===== config.mk =====
export PLATFORM = sky130hd
export DESIGN_NAME = amsc_top
export DESIGN_NICKNAME = d
export VERILOG_FILES = /design/src/rtl/amsc_top.v
export VERILOG_INCLUDE_DIRS = /design/src /design/src/rtl
export SDC_FILE = /design/constraint.sdc
export NUM_CORES = 1
export LEC_CHECK = 0
export BUFFER_PORTS_ARGS = -buffer_cell sky130_fd_sc_hd__buf_4
export CAP_MARGIN = 20
export CORE_ASPECT_RATIO = 0.9
export CORE_UTILIZATION = 40
export CTS_CLUSTER_SIZE = 30
export DETAILED_ROUTE_END_ITERATION = 16
export PLACE_DENSITY = 0.66
export SLEW_MARGIN = 40
export SYNTH_ARGS = -nofsm -noshare
export SYNTH_HDL_FRONTEND = slang
export SYNTH_SLANG_ARGS = --single-unit

===== constraint.sdc =====
create_clock -name clock -period 4.8 [get_ports clock]
set_clock_uncertainty 0.1 [all_clocks]
set_input_delay 1.2 -clock clock [delete_from_list [all_inputs] [get_ports clock]]
set_output_delay 1.2 -clock clock [all_outputs]
set_load 0.02 [all_outputs]

===== src/rtl/amsc_consts.vh =====
`ifndef AMSC_CONSTS_VH
`define AMSC_CONSTS_VH

// clock rate
`define AMSC_CLK_MHZ          40
`define AMSC_CLK_PERIOD_NS    25

// timing figures in their own units
`define AMSC_SW_MAX_NS        500
`define AMSC_DEBOUNCE_MIN_US  2000
`define AMSC_DEBOUNCE_MAX_US  10000
`define AMSC_OVERLAP_MIN_US   4
`define AMSC_OVERLAP_CYC      20'h000a0 // 4 us at 25 ns per cycle
`define AMSC_RXDET_INTVL_US   12000
`define AMSC_RXDET_WAIT_CYC   20'h00010
`define AMSC_STRAP_CYC        2'h3

// register byte offsets
`define AMSC_CTRL_OFS         8'h00
`define AMSC_STATUS_OFS       8'h04

// control register fields
`define AMSC_CTRL_EQ_OVR_BIT  0
`define AMSC_CTRL_UP_LSB      2
`define AMSC_CTRL_DOWN_LSB    4
`define AMSC_CTRL_DISP_LSB    6
`define AMSC_CTRL_RESET       8'h00

// status register fields
`define AMSC_STAT_MODE_LSB    0
`define AMSC_STAT_FLIP_BIT    2
`define AMSC_STAT_DE_BIT      3
`define AMSC_STAT_HPD_BIT     4
`define AMSC_STAT_SW_BIT      5
`define AMSC_STAT_TERM_BIT    6
`define AMSC_STAT_HOLD_BIT    7
`define AMSC_STAT_OVL_BIT     8

// operating modes
`define AMSC_MODE_OFF         2'h0
`define AMSC_MODE_USB         2'h1
`define AMSC_MODE_DP4         2'h2
`define AMSC_MODE_USB_DP2     2'h3

`endif


===== src/rtl/amsc_top.v =====
// Contract
// - open aux switch within 500 ns after debounce
// - close aux switch within 500 ns
// - debounce falling enable and hot-plug 2-10 ms
// - periodic receiver detection on transmit pairs
// - receiver found enables termination and redrive
// - per-group equalization from own select pins
// - start in usb-only, leave on select pulse
// - decode mode from display enable and usb select pins, orientation picks aux routing and the flip output, not the mode
// - route aux to sideband by orientation
`timescale 1ns/10ps
`include "amsc_consts.vh"

module amsc_debounce #(
    parameter DEB_CYC = 80000
) (
    input  wire clock,
    input  wire rst_int_n,
    input  wire level_in,
    output reg  level_ff
);
    reg [19:0] cnt_ff;

    // rising follows at once, falling waits a full quiet interval
    always @(posedge clock or negedge rst_int_n) begin
        if (!rst_int_n) begin
            cnt_ff   <= 20'h00000;
            level_ff <= 1'b0;
        end else if (level_in) begin
            cnt_ff   <= 20'h00000;
            level_ff <= 1'b1;
        end else if (level_ff) begin
            if (cnt_ff >= DEB_CYC[19:0] - 20'h00001) begin
                cnt_ff   <= 20'h00000;
                level_ff <= 1'b0;
            end else begin
                cnt_ff <= cnt_ff + 20'h00001;
            end
        end
    end
endmodule // amsc_debounce

module amsc_top #(
    parameter DEBOUNCE_CYC = `AMSC_DEBOUNCE_MIN_US * `AMSC_CLK_MHZ,
    parameter RXDET_CYC    = `AMSC_RXDET_INTVL_US * `AMSC_CLK_MHZ
) (
    input  wire        clock,
    input  wire        rst_n,
    input  wire        psel,
    input  wire        penable,
    input  wire        pwrite,
    input  wire [7:0]  paddr,
    input  wire [31:0] pwdata,
    output reg  [31:0] prdata,
    output reg         pready,
    output reg         pslverr,
    input  wire        display_enable_pin,
    input  wire        usb_select_pin,
    input  wire        orientation_pin,
    input  wire        hot_plug_input,
    input  wire        rx_detect_found,
    input  wire [1:0]  usb_up_eq_select,
    input  wire [1:0]  usb_down_eq_select,
    input  wire [1:0]  display_eq_select,
    output reg         aux_straight_on_ff,
    output reg         aux_cross_on_ff,
    output reg  [1:0]  mode_ff,
    output reg         flip_ff,
    output reg         power_down_ff,
    output reg         rx_detect_start_ff,
    output reg         rx_term_en_ff,
    output reg         redrive_active_ff,
    output reg  [1:0]  usb_up_eq_ff,
    output reg  [1:0]  usb_down_eq_ff,
    output reg  [1:0]  display_eq_ff,
    output wire        hot_plug_db
);
    localparam [19:0] OVERLAP_CYC = `AMSC_OVERLAP_CYC;
    localparam [1:0]  RX_IDLE     = 2'h0;
    localparam [1:0]  RX_DETECT   = 2'h1;
    localparam [1:0]  RX_ACTIVE   = 2'h2;

    reg         rst_s1_ff;
    reg         rst_int_n;
    reg  [6:0]  sync1_ff;
    reg  [6:0]  sync2_ff;
    reg  [5:0]  eq1_ff;
    reg  [5:0]  eq2_ff;
    reg  [5:0]  strap_eq_ff;
    reg  [1:0]  strap_cnt_ff;
    reg  [7:0]  ctrl_ff;
    reg         usb_hold_ff;
    reg         usb_prev_ff;
    reg         ovl_err_ff;
    reg  [19:0] ovl_cnt_ff;
    reg  [1:0]  rx_state_ff;
    reg  [19:0] rx_cnt_ff;
    reg  [1:0]  nxt_mode;
    reg  [31:0] nxt_rdata;
    reg         nxt_err;
    wire        de_s;
    wire        usb_s;
    wire        flip_s;
    wire        hpd_s;
    wire        found_s;
    wire        de_db;
    wire        usb_fall;
    wire        usb_path;
    wire        wr_en;
    wire        rd_phase;

    // reset release through two flops
    always @(posedge clock or negedge rst_n) begin
        if (!rst_n) begin
            rst_s1_ff <= 1'b0;
            rst_int_n <= 1'b0;
        end else begin
            rst_s1_ff <= 1'b1;
            rst_int_n <= rst_s1_ff;
        end
    end

    // two-flop synchronisers for all pins
    always @(posedge clock or negedge rst_int_n) begin
        if (!rst_int_n) begin
            sync1_ff <= 7'h00;
            sync2_ff <= 7'h00;
            eq1_ff   <= 6'h00;
            eq2_ff   <= 6'h00;
        end else begin
            sync1_ff <= {rx_detect_found, hot_plug_input, orientation_pin, usb_select_pin, display_enable_pin, 2'h0};
            sync2_ff <= sync1_ff;
            eq1_ff   <= {display_eq_select, usb_down_eq_select, usb_up_eq_select};
            eq2_ff   <= eq1_ff;
        end
    end

    assign de_s    = sync2_ff[2];
    assign usb_s   = sync2_ff[3];
    assign flip_s  = sync2_ff[4];
    assign hpd_s   = sync2_ff[5];
    assign found_s = sync2_ff[6];

    // falling-edge filters on display enable and hot plug
    amsc_debounce #(.DEB_CYC(DEBOUNCE_CYC)) u_de_deb (
        .clock     (clock),
        .rst_int_n (rst_int_n),
        .level_in  (de_s),
        .level_ff  (de_db)
    );
    amsc_debounce #(.DEB_CYC(DEBOUNCE_CYC)) u_hpd_deb (
        .clock     (clock),
        .rst_int_n (rst_int_n),
        .level_in  (hpd_s),
        .level_ff  (hot_plug_db)
    );

    // equalization straps caught once synchronised pins have settled
    always @(posedge clock or negedge rst_int_n) begin
        if (!rst_int_n) begin
            strap_cnt_ff <= 2'h0;
            strap_eq_ff  <= 6'h00;
        end else if (strap_cnt_ff != `AMSC_STRAP_CYC) begin
            strap_cnt_ff <= strap_cnt_ff + 2'h1;
            strap_eq_ff  <= eq2_ff;
        end
    end

    // each group gets its own gain, pin strap or software override
    always @(posedge clock or negedge rst_int_n) begin
        if (!rst_int_n) begin
            usb_up_eq_ff   <= 2'h0;
            usb_down_eq_ff <= 2'h0;
            display_eq_ff  <= 2'h0;
        end else if (ctrl_ff[`AMSC_CTRL_EQ_OVR_BIT]) begin
            usb_up_eq_ff   <= ctrl_ff[`AMSC_CTRL_UP_LSB +: 2];
            usb_down_eq_ff <= ctrl_ff[`AMSC_CTRL_DOWN_LSB +: 2];
            display_eq_ff  <= ctrl_ff[`AMSC_CTRL_DISP_LSB +: 2];
        end else begin
            usb_up_eq_ff   <= strap_eq_ff[1:0];
            usb_down_eq_ff <= strap_eq_ff[3:2];
            display_eq_ff  <= strap_eq_ff[5:4];
        end
    end

    assign usb_fall = usb_prev_ff & ~usb_s;

    // usb-only hold after power-up, cleared by a select pulse
    always @(posedge clock or negedge rst_int_n) begin
        if (!rst_int_n) begin
            usb_prev_ff <= 1'b0;
            usb_hold_ff <= 1'b1;
        end else begin
            usb_prev_ff <= usb_s;
            if (usb_fall) begin
                usb_hold_ff <= 1'b0;
            end
        end
    end

    // mode decode from configuration pins
    always @* begin
        case ({de_db, usb_s})
            2'b00:   nxt_mode = usb_hold_ff ? `AMSC_MODE_USB : `AMSC_MODE_OFF;
            2'b01:   nxt_mode = `AMSC_MODE_USB;
            2'b10:   nxt_mode = `AMSC_MODE_DP4;
            default: nxt_mode = `AMSC_MODE_USB_DP2;
        endcase
    end

    // mode, orientation and aux switch registers
    always @(posedge clock or negedge rst_int_n) begin
        if (!rst_int_n) begin
            mode_ff            <= `AMSC_MODE_USB;
            flip_ff            <= 1'b0;
            power_down_ff      <= 1'b0;
            aux_straight_on_ff <= 1'b0;
            aux_cross_on_ff    <= 1'b0;
        end else begin
            mode_ff            <= nxt_mode;
            flip_ff            <= flip_s;
            power_down_ff      <= (nxt_mode == `AMSC_MODE_OFF);
            aux_straight_on_ff <= de_db & ~flip_s;
            aux_cross_on_ff    <= de_db & flip_s;
        end
    end

    // watch overlap of both pins before usb select drops
    always @(posedge clock or negedge rst_int_n) begin
        if (!rst_int_n) begin
            ovl_cnt_ff <= 20'h00000;
            ovl_err_ff <= 1'b0;
        end else begin
            if (de_s & usb_s) begin
                if (ovl_cnt_ff < OVERLAP_CYC) begin
                    ovl_cnt_ff <= ovl_cnt_ff + 20'h00001;
                end
            end else begin
                ovl_cnt_ff <= 20'h00000;
            end
            if (usb_fall && de_s && ovl_cnt_ff < OVERLAP_CYC) begin
                ovl_err_ff <= 1'b1;
            end else if (wr_en && paddr == `AMSC_STATUS_OFS && pwdata[`AMSC_STAT_OVL_BIT]) begin
                ovl_err_ff <= 1'b0;
            end
        end
    end

    assign usb_path = (mode_ff == `AMSC_MODE_USB) || (mode_ff == `AMSC_MODE_USB_DP2);

    // receiver detection loop
    always @(posedge clock or negedge rst_int_n) begin
        if (!rst_int_n) begin
            rx_state_ff        <= RX_IDLE;
            rx_cnt_ff          <= 20'h00000;
            rx_detect_start_ff <= 1'b0;
            rx_term_en_ff      <= 1'b0;
            redrive_active_ff  <= 1'b0;
        end else begin
            rx_detect_start_ff <= 1'b0;
            case (rx_state_ff)
                RX_IDLE: begin
                    if (!usb_path) begin
                        rx_cnt_ff <= 20'h00000;
                    end else if (rx_cnt_ff >= RXDET_CYC[19:0] - 20'h00001) begin
                        rx_cnt_ff          <= 20'h00000;
                        rx_detect_start_ff <= 1'b1;
                        rx_state_ff        <= RX_DETECT;
                    end else begin
                        rx_cnt_ff <= rx_cnt_ff + 20'h00001;
                    end
                end
                RX_DETECT: begin
                    if (found_s && usb_path) begin
                        rx_cnt_ff         <= 20'h00000;
                        rx_term_en_ff     <= 1'b1;
                        redrive_active_ff <= 1'b1;
                        rx_state_ff       <= RX_ACTIVE;
                    end else if (!usb_path || rx_cnt_ff >= `AMSC_RXDET_WAIT_CYC) begin
                        rx_cnt_ff   <= 20'h00000;
                        rx_state_ff <= RX_IDLE;
                    end else begin
                        rx_cnt_ff <= rx_cnt_ff + 20'h00001;
                    end
                end
                RX_ACTIVE: begin
                    if (!found_s || !usb_path) begin
                        rx_term_en_ff     <= 1'b0;
                        redrive_active_ff <= 1'b0;
                        rx_state_ff       <= RX_IDLE;
                    end
                end
                default: rx_state_ff <= RX_IDLE;
            endcase
        end
    end

    // apb: one wait state, write lands on the pready edge
    assign rd_phase = psel & penable & ~pready;
    assign wr_en    = psel & penable & pready & pwrite;
    // read data and error flag of the addressed word
    always @* begin
        nxt_rdata = 32'h00000000;
        nxt_err   = 1'b0;
        if (paddr == `AMSC_CTRL_OFS) begin
            nxt_rdata[7:0] = ctrl_ff;
        end else if (paddr == `AMSC_STATUS_OFS) begin
            nxt_rdata[`AMSC_STAT_MODE_LSB +: 2] = mode_ff;
            nxt_rdata[`AMSC_STAT_FLIP_BIT]      = flip_ff;
            nxt_rdata[`AMSC_STAT_DE_BIT]        = de_db;
            nxt_rdata[`AMSC_STAT_HPD_BIT]       = hot_plug_db;
            nxt_rdata[`AMSC_STAT_SW_BIT]        = aux_straight_on_ff | aux_cross_on_ff;
            nxt_rdata[`AMSC_STAT_TERM_BIT]      = rx_term_en_ff;
            nxt_rdata[`AMSC_STAT_HOLD_BIT]      = usb_hold_ff;
            nxt_rdata[`AMSC_STAT_OVL_BIT]       = ovl_err_ff;
        end else begin
            nxt_err = 1'b1;
        end
    end
    // bus response and control word; read data is zero outside the response cycle
    always @(posedge clock or negedge rst_int_n) begin
        if (!rst_int_n) begin
            pready  <= 1'b0;
            prdata  <= 32'h00000000;
            pslverr <= 1'b0;
            ctrl_ff <= `AMSC_CTRL_RESET;
        end else begin
            pready  <= rd_phase;
            prdata  <= (rd_phase && !pwrite) ? nxt_rdata : 32'h00000000;
            pslverr <= rd_phase & nxt_err;
            if (wr_en && paddr == `AMSC_CTRL_OFS) begin
                ctrl_ff <= pwdata[7:0];
            end
        end
    end
endmodule // amsc_top


### Yosys cells after proc, flatten, opt, wreduce, memory -nomap -nowiden

Cells that the tools add are included.

* register bits after elaboration: 152
* bits of input ports: 56
* logic and storage cells: 137

* $add $sub $neg: 5
* magnitude comparators: 5
* equal/unequal tests: 14
* muxes and demuxes: 44
* bitwise gates (word level): 13
* reductions and logical operators: 24

Operator list (count)
* two-way mux 20 bit: 12
* adder 20 x 1 -> 20 bit (second input constant): 4
* greater-or-equal comparator 20 x 17 -> 1 bit (second input constant): 2
* case mux 20 bit (2 select lines): 1
* greater-or-equal comparator 20 x 19 -> 1 bit (second input constant): 1
* greater-or-equal comparator 20 x 5 -> 1 bit (second input constant): 1
* < comparator 20 x 8 -> 1 bit (second input constant): 1
* two-way mux 9 bit: 2
* two-way mux 1 bit: 17
* two-way mux 2 bit: 8
* case mux 2 bit (3 select lines): 2
* inequality test 2 bit (second input constant): 5
* nonzero test 2 bit: 5
* bitwise AND 1 bit: 9
* equality test 8 x 3 -> 1 bit (second input constant): 1
* zero test 8 bit: 1
* two-way mux 8 bit: 1
* logical AND 1 bit: 7
* equality test 2 x 1 -> 1 bit (second input constant): 3
* equality test 2 bit (second input constant): 3
* zero test 2 bit: 3
* AND reduction 4 bit: 1
* zero test 1 bit: 3
* logical OR 1 bit: 3
* 7 further kinds: 9

### Longest topological paths before layout

* depth in word-level cells: 7
* mapped depth: 8
* mapped depth without buffers: 6

### Modules after synthesis

A second synthesis with hierarchy kept.

* cells, all modules: 593
* area total of the unflattened synthesis: 6747.7 sq um

By module, submodules not included
* amsc_top: times used 1, cells each 357, area each 4510.6 sq um
* amsc_debounce: times used 2, cells each 118, area each 1118.6 sq um

### Worst setup path after synthesis

Ideal clock, no wire load.

* kind: input to register
* from: input port paddr[6]
* to: register ctrl_ff[0]
* setup time: 127 ps
* arrival time: 2740 ps
* data required time: 4573 ps
* slack: 1833 ps
* stages: 7
* buffers on the path: 2
* cells stage by stage: or4_4 nor4_4 nor2b_1 buf_4 and2_1 buf_6 mux2_1

* longest elaborated chain between the ends: 2

Ends and longest elaborated chain
* start, declared: line amsc_top.v:52 `input wire [7:0] paddr,`
* zero test 8 bit (no line)
* logical AND 1 bit (no line)
* end signal, assigned: line amsc_top.v:326 `` ctrl_ff <= `AMSC_CTRL_RESET; ``
* end signal, assigned: line amsc_top.v:332 `ctrl_ff <= pwdata[7:0];`
* end, declared: line amsc_top.v:91 `reg [7:0] ctrl_ff;`

Every way passes these cells.
A chain may end at the register's enable or synchronous reset.

### Worst setup path in the final report

* from: input port paddr[6]
* to: register ctrl_ff[4]

The elaborated chain is that of the path after synthesis.

==> key figures <==
Routing
  – Antenna viol nets, final: 0
  – DR iter-0 viols: 327
  – Pre-Repair DR Iteration Count: 11
  – Vias per inst: roughly 5.2
  – Drt wl/cell: 14.6 um
  – Detailed Route WL: ~13,000 um
  – DRC: 3
  – Routed vias: ~4,600

Place
  – HPWL after DPL: around 8900 um
  – IO Port Bufs: roughly 60
  – Placed cells: approximately 850
  – RD Place Congestion: 0.826

Outcome
  – Failing checks: DRC
  – Outcome: complete, but fails checks

Layout
  – Ant. Diodes: 0
  – Synthesis-to-layout area growth: 15.9%
  – Nets: a little over 700
  – Layout cells sized above 1: around 18%
  – Final cell count without fillers: 880

Setup path
  – Max incr delay on CP: 0.59 ns
  – WS Path Type: input pin to flop
  – Launch point of the worst path: paddr[6]
  – CP max FO: 9
  – CP bufs+invs: 1
  – Critical path's slowest cell: nor2b_1
  – Worst Setup EP: ctrl_ff[4]$_DFFE_PN0P_
  – R2R Setup Slk: 2.44 ns
  – CP Depth: 6
  – Worst Path Arrival: between 3 and 4 ns
  – Cell Chain, Critical Path: buf_4, or4_4, nor4_4, nor2b_1, and2_1, mux2_1
  – Reg-to-Reg Start: u_hpd_deb.cnt_ff[7]$_DFFE_PN0P_
  – Setup crit start kind: input pin
  – Crit. End Element: flop
  – R2R depth: 5
  – Req. time, crit path: around 5.0 ns
  – Top delay family on crit path: simple AND/OR/NAND/NOR gates
  – Reg2reg end: u_hpd_deb.cnt_ff[14]$_DFFE_PN0P_

Logic synthesis
  – Yosys Warn Count: 0
  – Main combinational cell family by area after synthesis: simple AND/OR/NAND/NOR gates
  – Mux share of post-synthesis cell area: about 4.6%
  – Synth async-reset ratio: between 90% and 100%
  – Post-synthesis compound-gate area fraction: 7.45%
  – Post-synthesis sequential area ratio: 57.1%
  – Post-synth EDFFs: 0
  – Synth Area in XOR/XNOR: ~3.8%
  – Adder-Cell Fraction of Synth Area: roughly 1.1%
  – Post-synthesis simple-gate area fraction: 20.3%
  – Synth cell types: 57
  – FF+latch count, synth: about 150
  – Top_reg_cell synth: dfrtp_1
  – Syn Std Cell Area: between 0.006 and 0.007 mm^2
  – Syn Inst Count: a little over 600
  – Syn avg cell area: ~11 um^2

Power
  – Lkg Pwr: roughly 3.6 nW
  – PwrDens: ~350 mW/mm^2
  – Max VDD drop: around 0.23 mV

CTS
  – H-tree levels: 4
  – Clock Latency Late Sink: 0.41 ns
  – Max Root-Sink Buffers: 2
  – CTS buffer count: 17
  – CTS root buf: clkbuf_16
  – Hold-fix buffers, CTS: 0
  – CTS Sinks: 152
  – CTS tree: yes
  – PostCTS Resize Cnt: 0
  – Clk slew on worst S/H paths: about 0.060 ns
  – Post-CTS Setup Bufs: 0

Global route
  – Grt ovf: 0
  – First-pass GRT wire length: 22,100 um
  – Largest net degree at the start of global routing: 59
  – Vias in the first global route: about 4,600
  – Antenna violations before repair: 0
  – Total Routing Usage GR: 16.0%

Timing
  – Max-slew headroom: about half
  – Tmin final: 3.27 ns
  – WHS: between 0.2 and 0.25 ns
  – Period utilization: roughly two thirds
  – Setup violators final: 0
  – Fmax: between 300 and 400 MHz
  – Worst-Margin Slew: around 0.77 ns
  – Final TNS setup: 0 ns
  – Fin. Hold Viols: 0
  – RSZ-0062 raised after global routing: false
  – Max-slew violations: 0

Die
  – Ports: around 110
  – Initial Utilization: roughly 40%
  – Die H: between 100 and 150 um
  – Die X: approximately 140 um
  – CORE AREA: between 0.015 and 0.02 mm^2
  – Standard-cell rows: 44
  – Die Footprint: 0.0172 mm^2

Job
  – Max Cap Violations: 0

Hold path
  – Hold WC Path Type: flop to asynchronous set/reset pin
layout by cell type, fill, tap and decap left out, types with 3 or more instances in the layout:
cell type  count
or3_1          5
a21oi_1       17
dfrtp_1      149
a31oi_1       11
inv_1         11
conb_1        24
nand2b_1       3
mux2i_1        7
nor2b_1        6
and4_1         6
nor2_1        56
nand4_1       19
nand3_1       37
a21o_1         5
a22o_1         3
and3_1        25
mux2_2        13
xor2_1        16
clkinv_4       4
a22oi_1        7
clkinv_2       4
nor4b_1        4
buf_4         64
mux2_1         8
or2_2          3
xnor2_1       13
and2_1        14
nor3_1        11
ha_1           6
clkbuf_16     17
nand2_1       47
o21ai_0        8
nor4_1         8
final cells by class:
class                           count  area, um^2
Fill cell                        1463        8510
Sequential cell                   152        3810
Multi-Input combinational cell    415        2590
Timing Repair Buffer               64         480
Clock buffer                       20         447
Tap cell                          207         259
Clock inverter                     11         101
Inverter                           11        41.3
worst reg2reg max path, stage by stage, from the launching register on:
cell,delay [ns]
dfrtp_1,0.43
or4_1,0.57
a211oi_2,0.25
o21a_1,0.58
a41oi_1,0.20
a21oi_1,0.15
per-stage QoR:
step	area (um^2)	util [%]	setup WS, ns	power [mW]
CTS	7730	47.6	1.49	2.71
floorplan	6750	-	0.155	1.44
global placement	7170	44.2	1.12	1.47
detailed placement	7180	44.2	1.07	1.48
global route	7730	47.6	1.44	2.78
finish	7730	47.6	1.53	2.67
cell families (layout without fill, tap and decap cells):
family,Yosys count,after routing
xor gates and xnor gates,29,29
AOI/OAI and AO/OA,71,71
DFF,152,152
buffers and inverters,62,106
muxes,28,28
adders and majority gates,6,6
other,2,24
and+or+nand+nor,257,257
layer usage:
layer | track usage (%) | wire length [um] | up-vias
li1 | - | - | 2198
met1 | 20.8 | 5770 | 2275
met2 | 26.7 | 6500 | 92
met3 | 4.34 | 514 | 7
met4 | 3.83 | 63 | 0
met5 | 0 | 0 | -
power breakdown:
| group | internal [mW] | switching (mW) |
|---|---|---|
| combinational | 0.0444 | 0.0726 |
| clock | 0.724 | 0.495 |
| sequential | 1.31 | 0.0275 |
| total | 2.08 | 0.595 |
worst min-delay path by stage:
| stage | end | slack, ns | from |
|---|---|---|---|
| 3_5_place_dp | eq2_ff[2]$_DFF_PN0_ | 0.24 | eq1_ff[2]$_DFF_PN0_ |
| 6_report | u_de_deb.cnt_ff[11]$_DFFE_PN0P_ | 0.22 | rst_int_n$_DFF_PN0_ |
| 3_3_place_gp | sync2_ff[2]$_DFF_PN0_ | 0.23 | sync1_ff[2]$_DFF_PN0_ |
| 2_1_floorplan | eq2_ff[0]$_DFF_PN0_ | 0.23 | eq1_ff[0]$_DFF_PN0_ |
| 5_1_grt | eq2_ff[1]$_DFF_PN0_ | 0.24 | eq1_ff[1]$_DFF_PN0_ |
| 4_1_cts | u_de_deb.cnt_ff[11]$_DFFE_PN0P_ | 0.24 | rst_int_n$_DFF_PN0_ |
Yosys cell counts (all sizes together) (13+ instances only):
master	count	area (um^2)
a21oi	17	85.1
and2	14	87.6
and3	25	156
buf	37	278
clkbuf	14	52.6
dfrtp	150	3750
mux2	21	236
nand2	47	176
nand3	37	185
nand4	19	119
nor2	58	218
xnor2	13	114
xor2	16	140
registers in the layout (all words and copies together), names as in the netlist, 5 cells and up:
signal	count
ovl_cnt_ff	20
ctrl_ff	8
u_hpd_deb.cnt_ff	20
sync2_ff	5
rx_cnt_ff	20
u_de_deb.cnt_ff	20
strap_eq_ff	6
sync1_ff	5
eq1_ff	6
eq2_ff	6
prdata	9
Note: power is estimated with default switching activity, not from simulation.
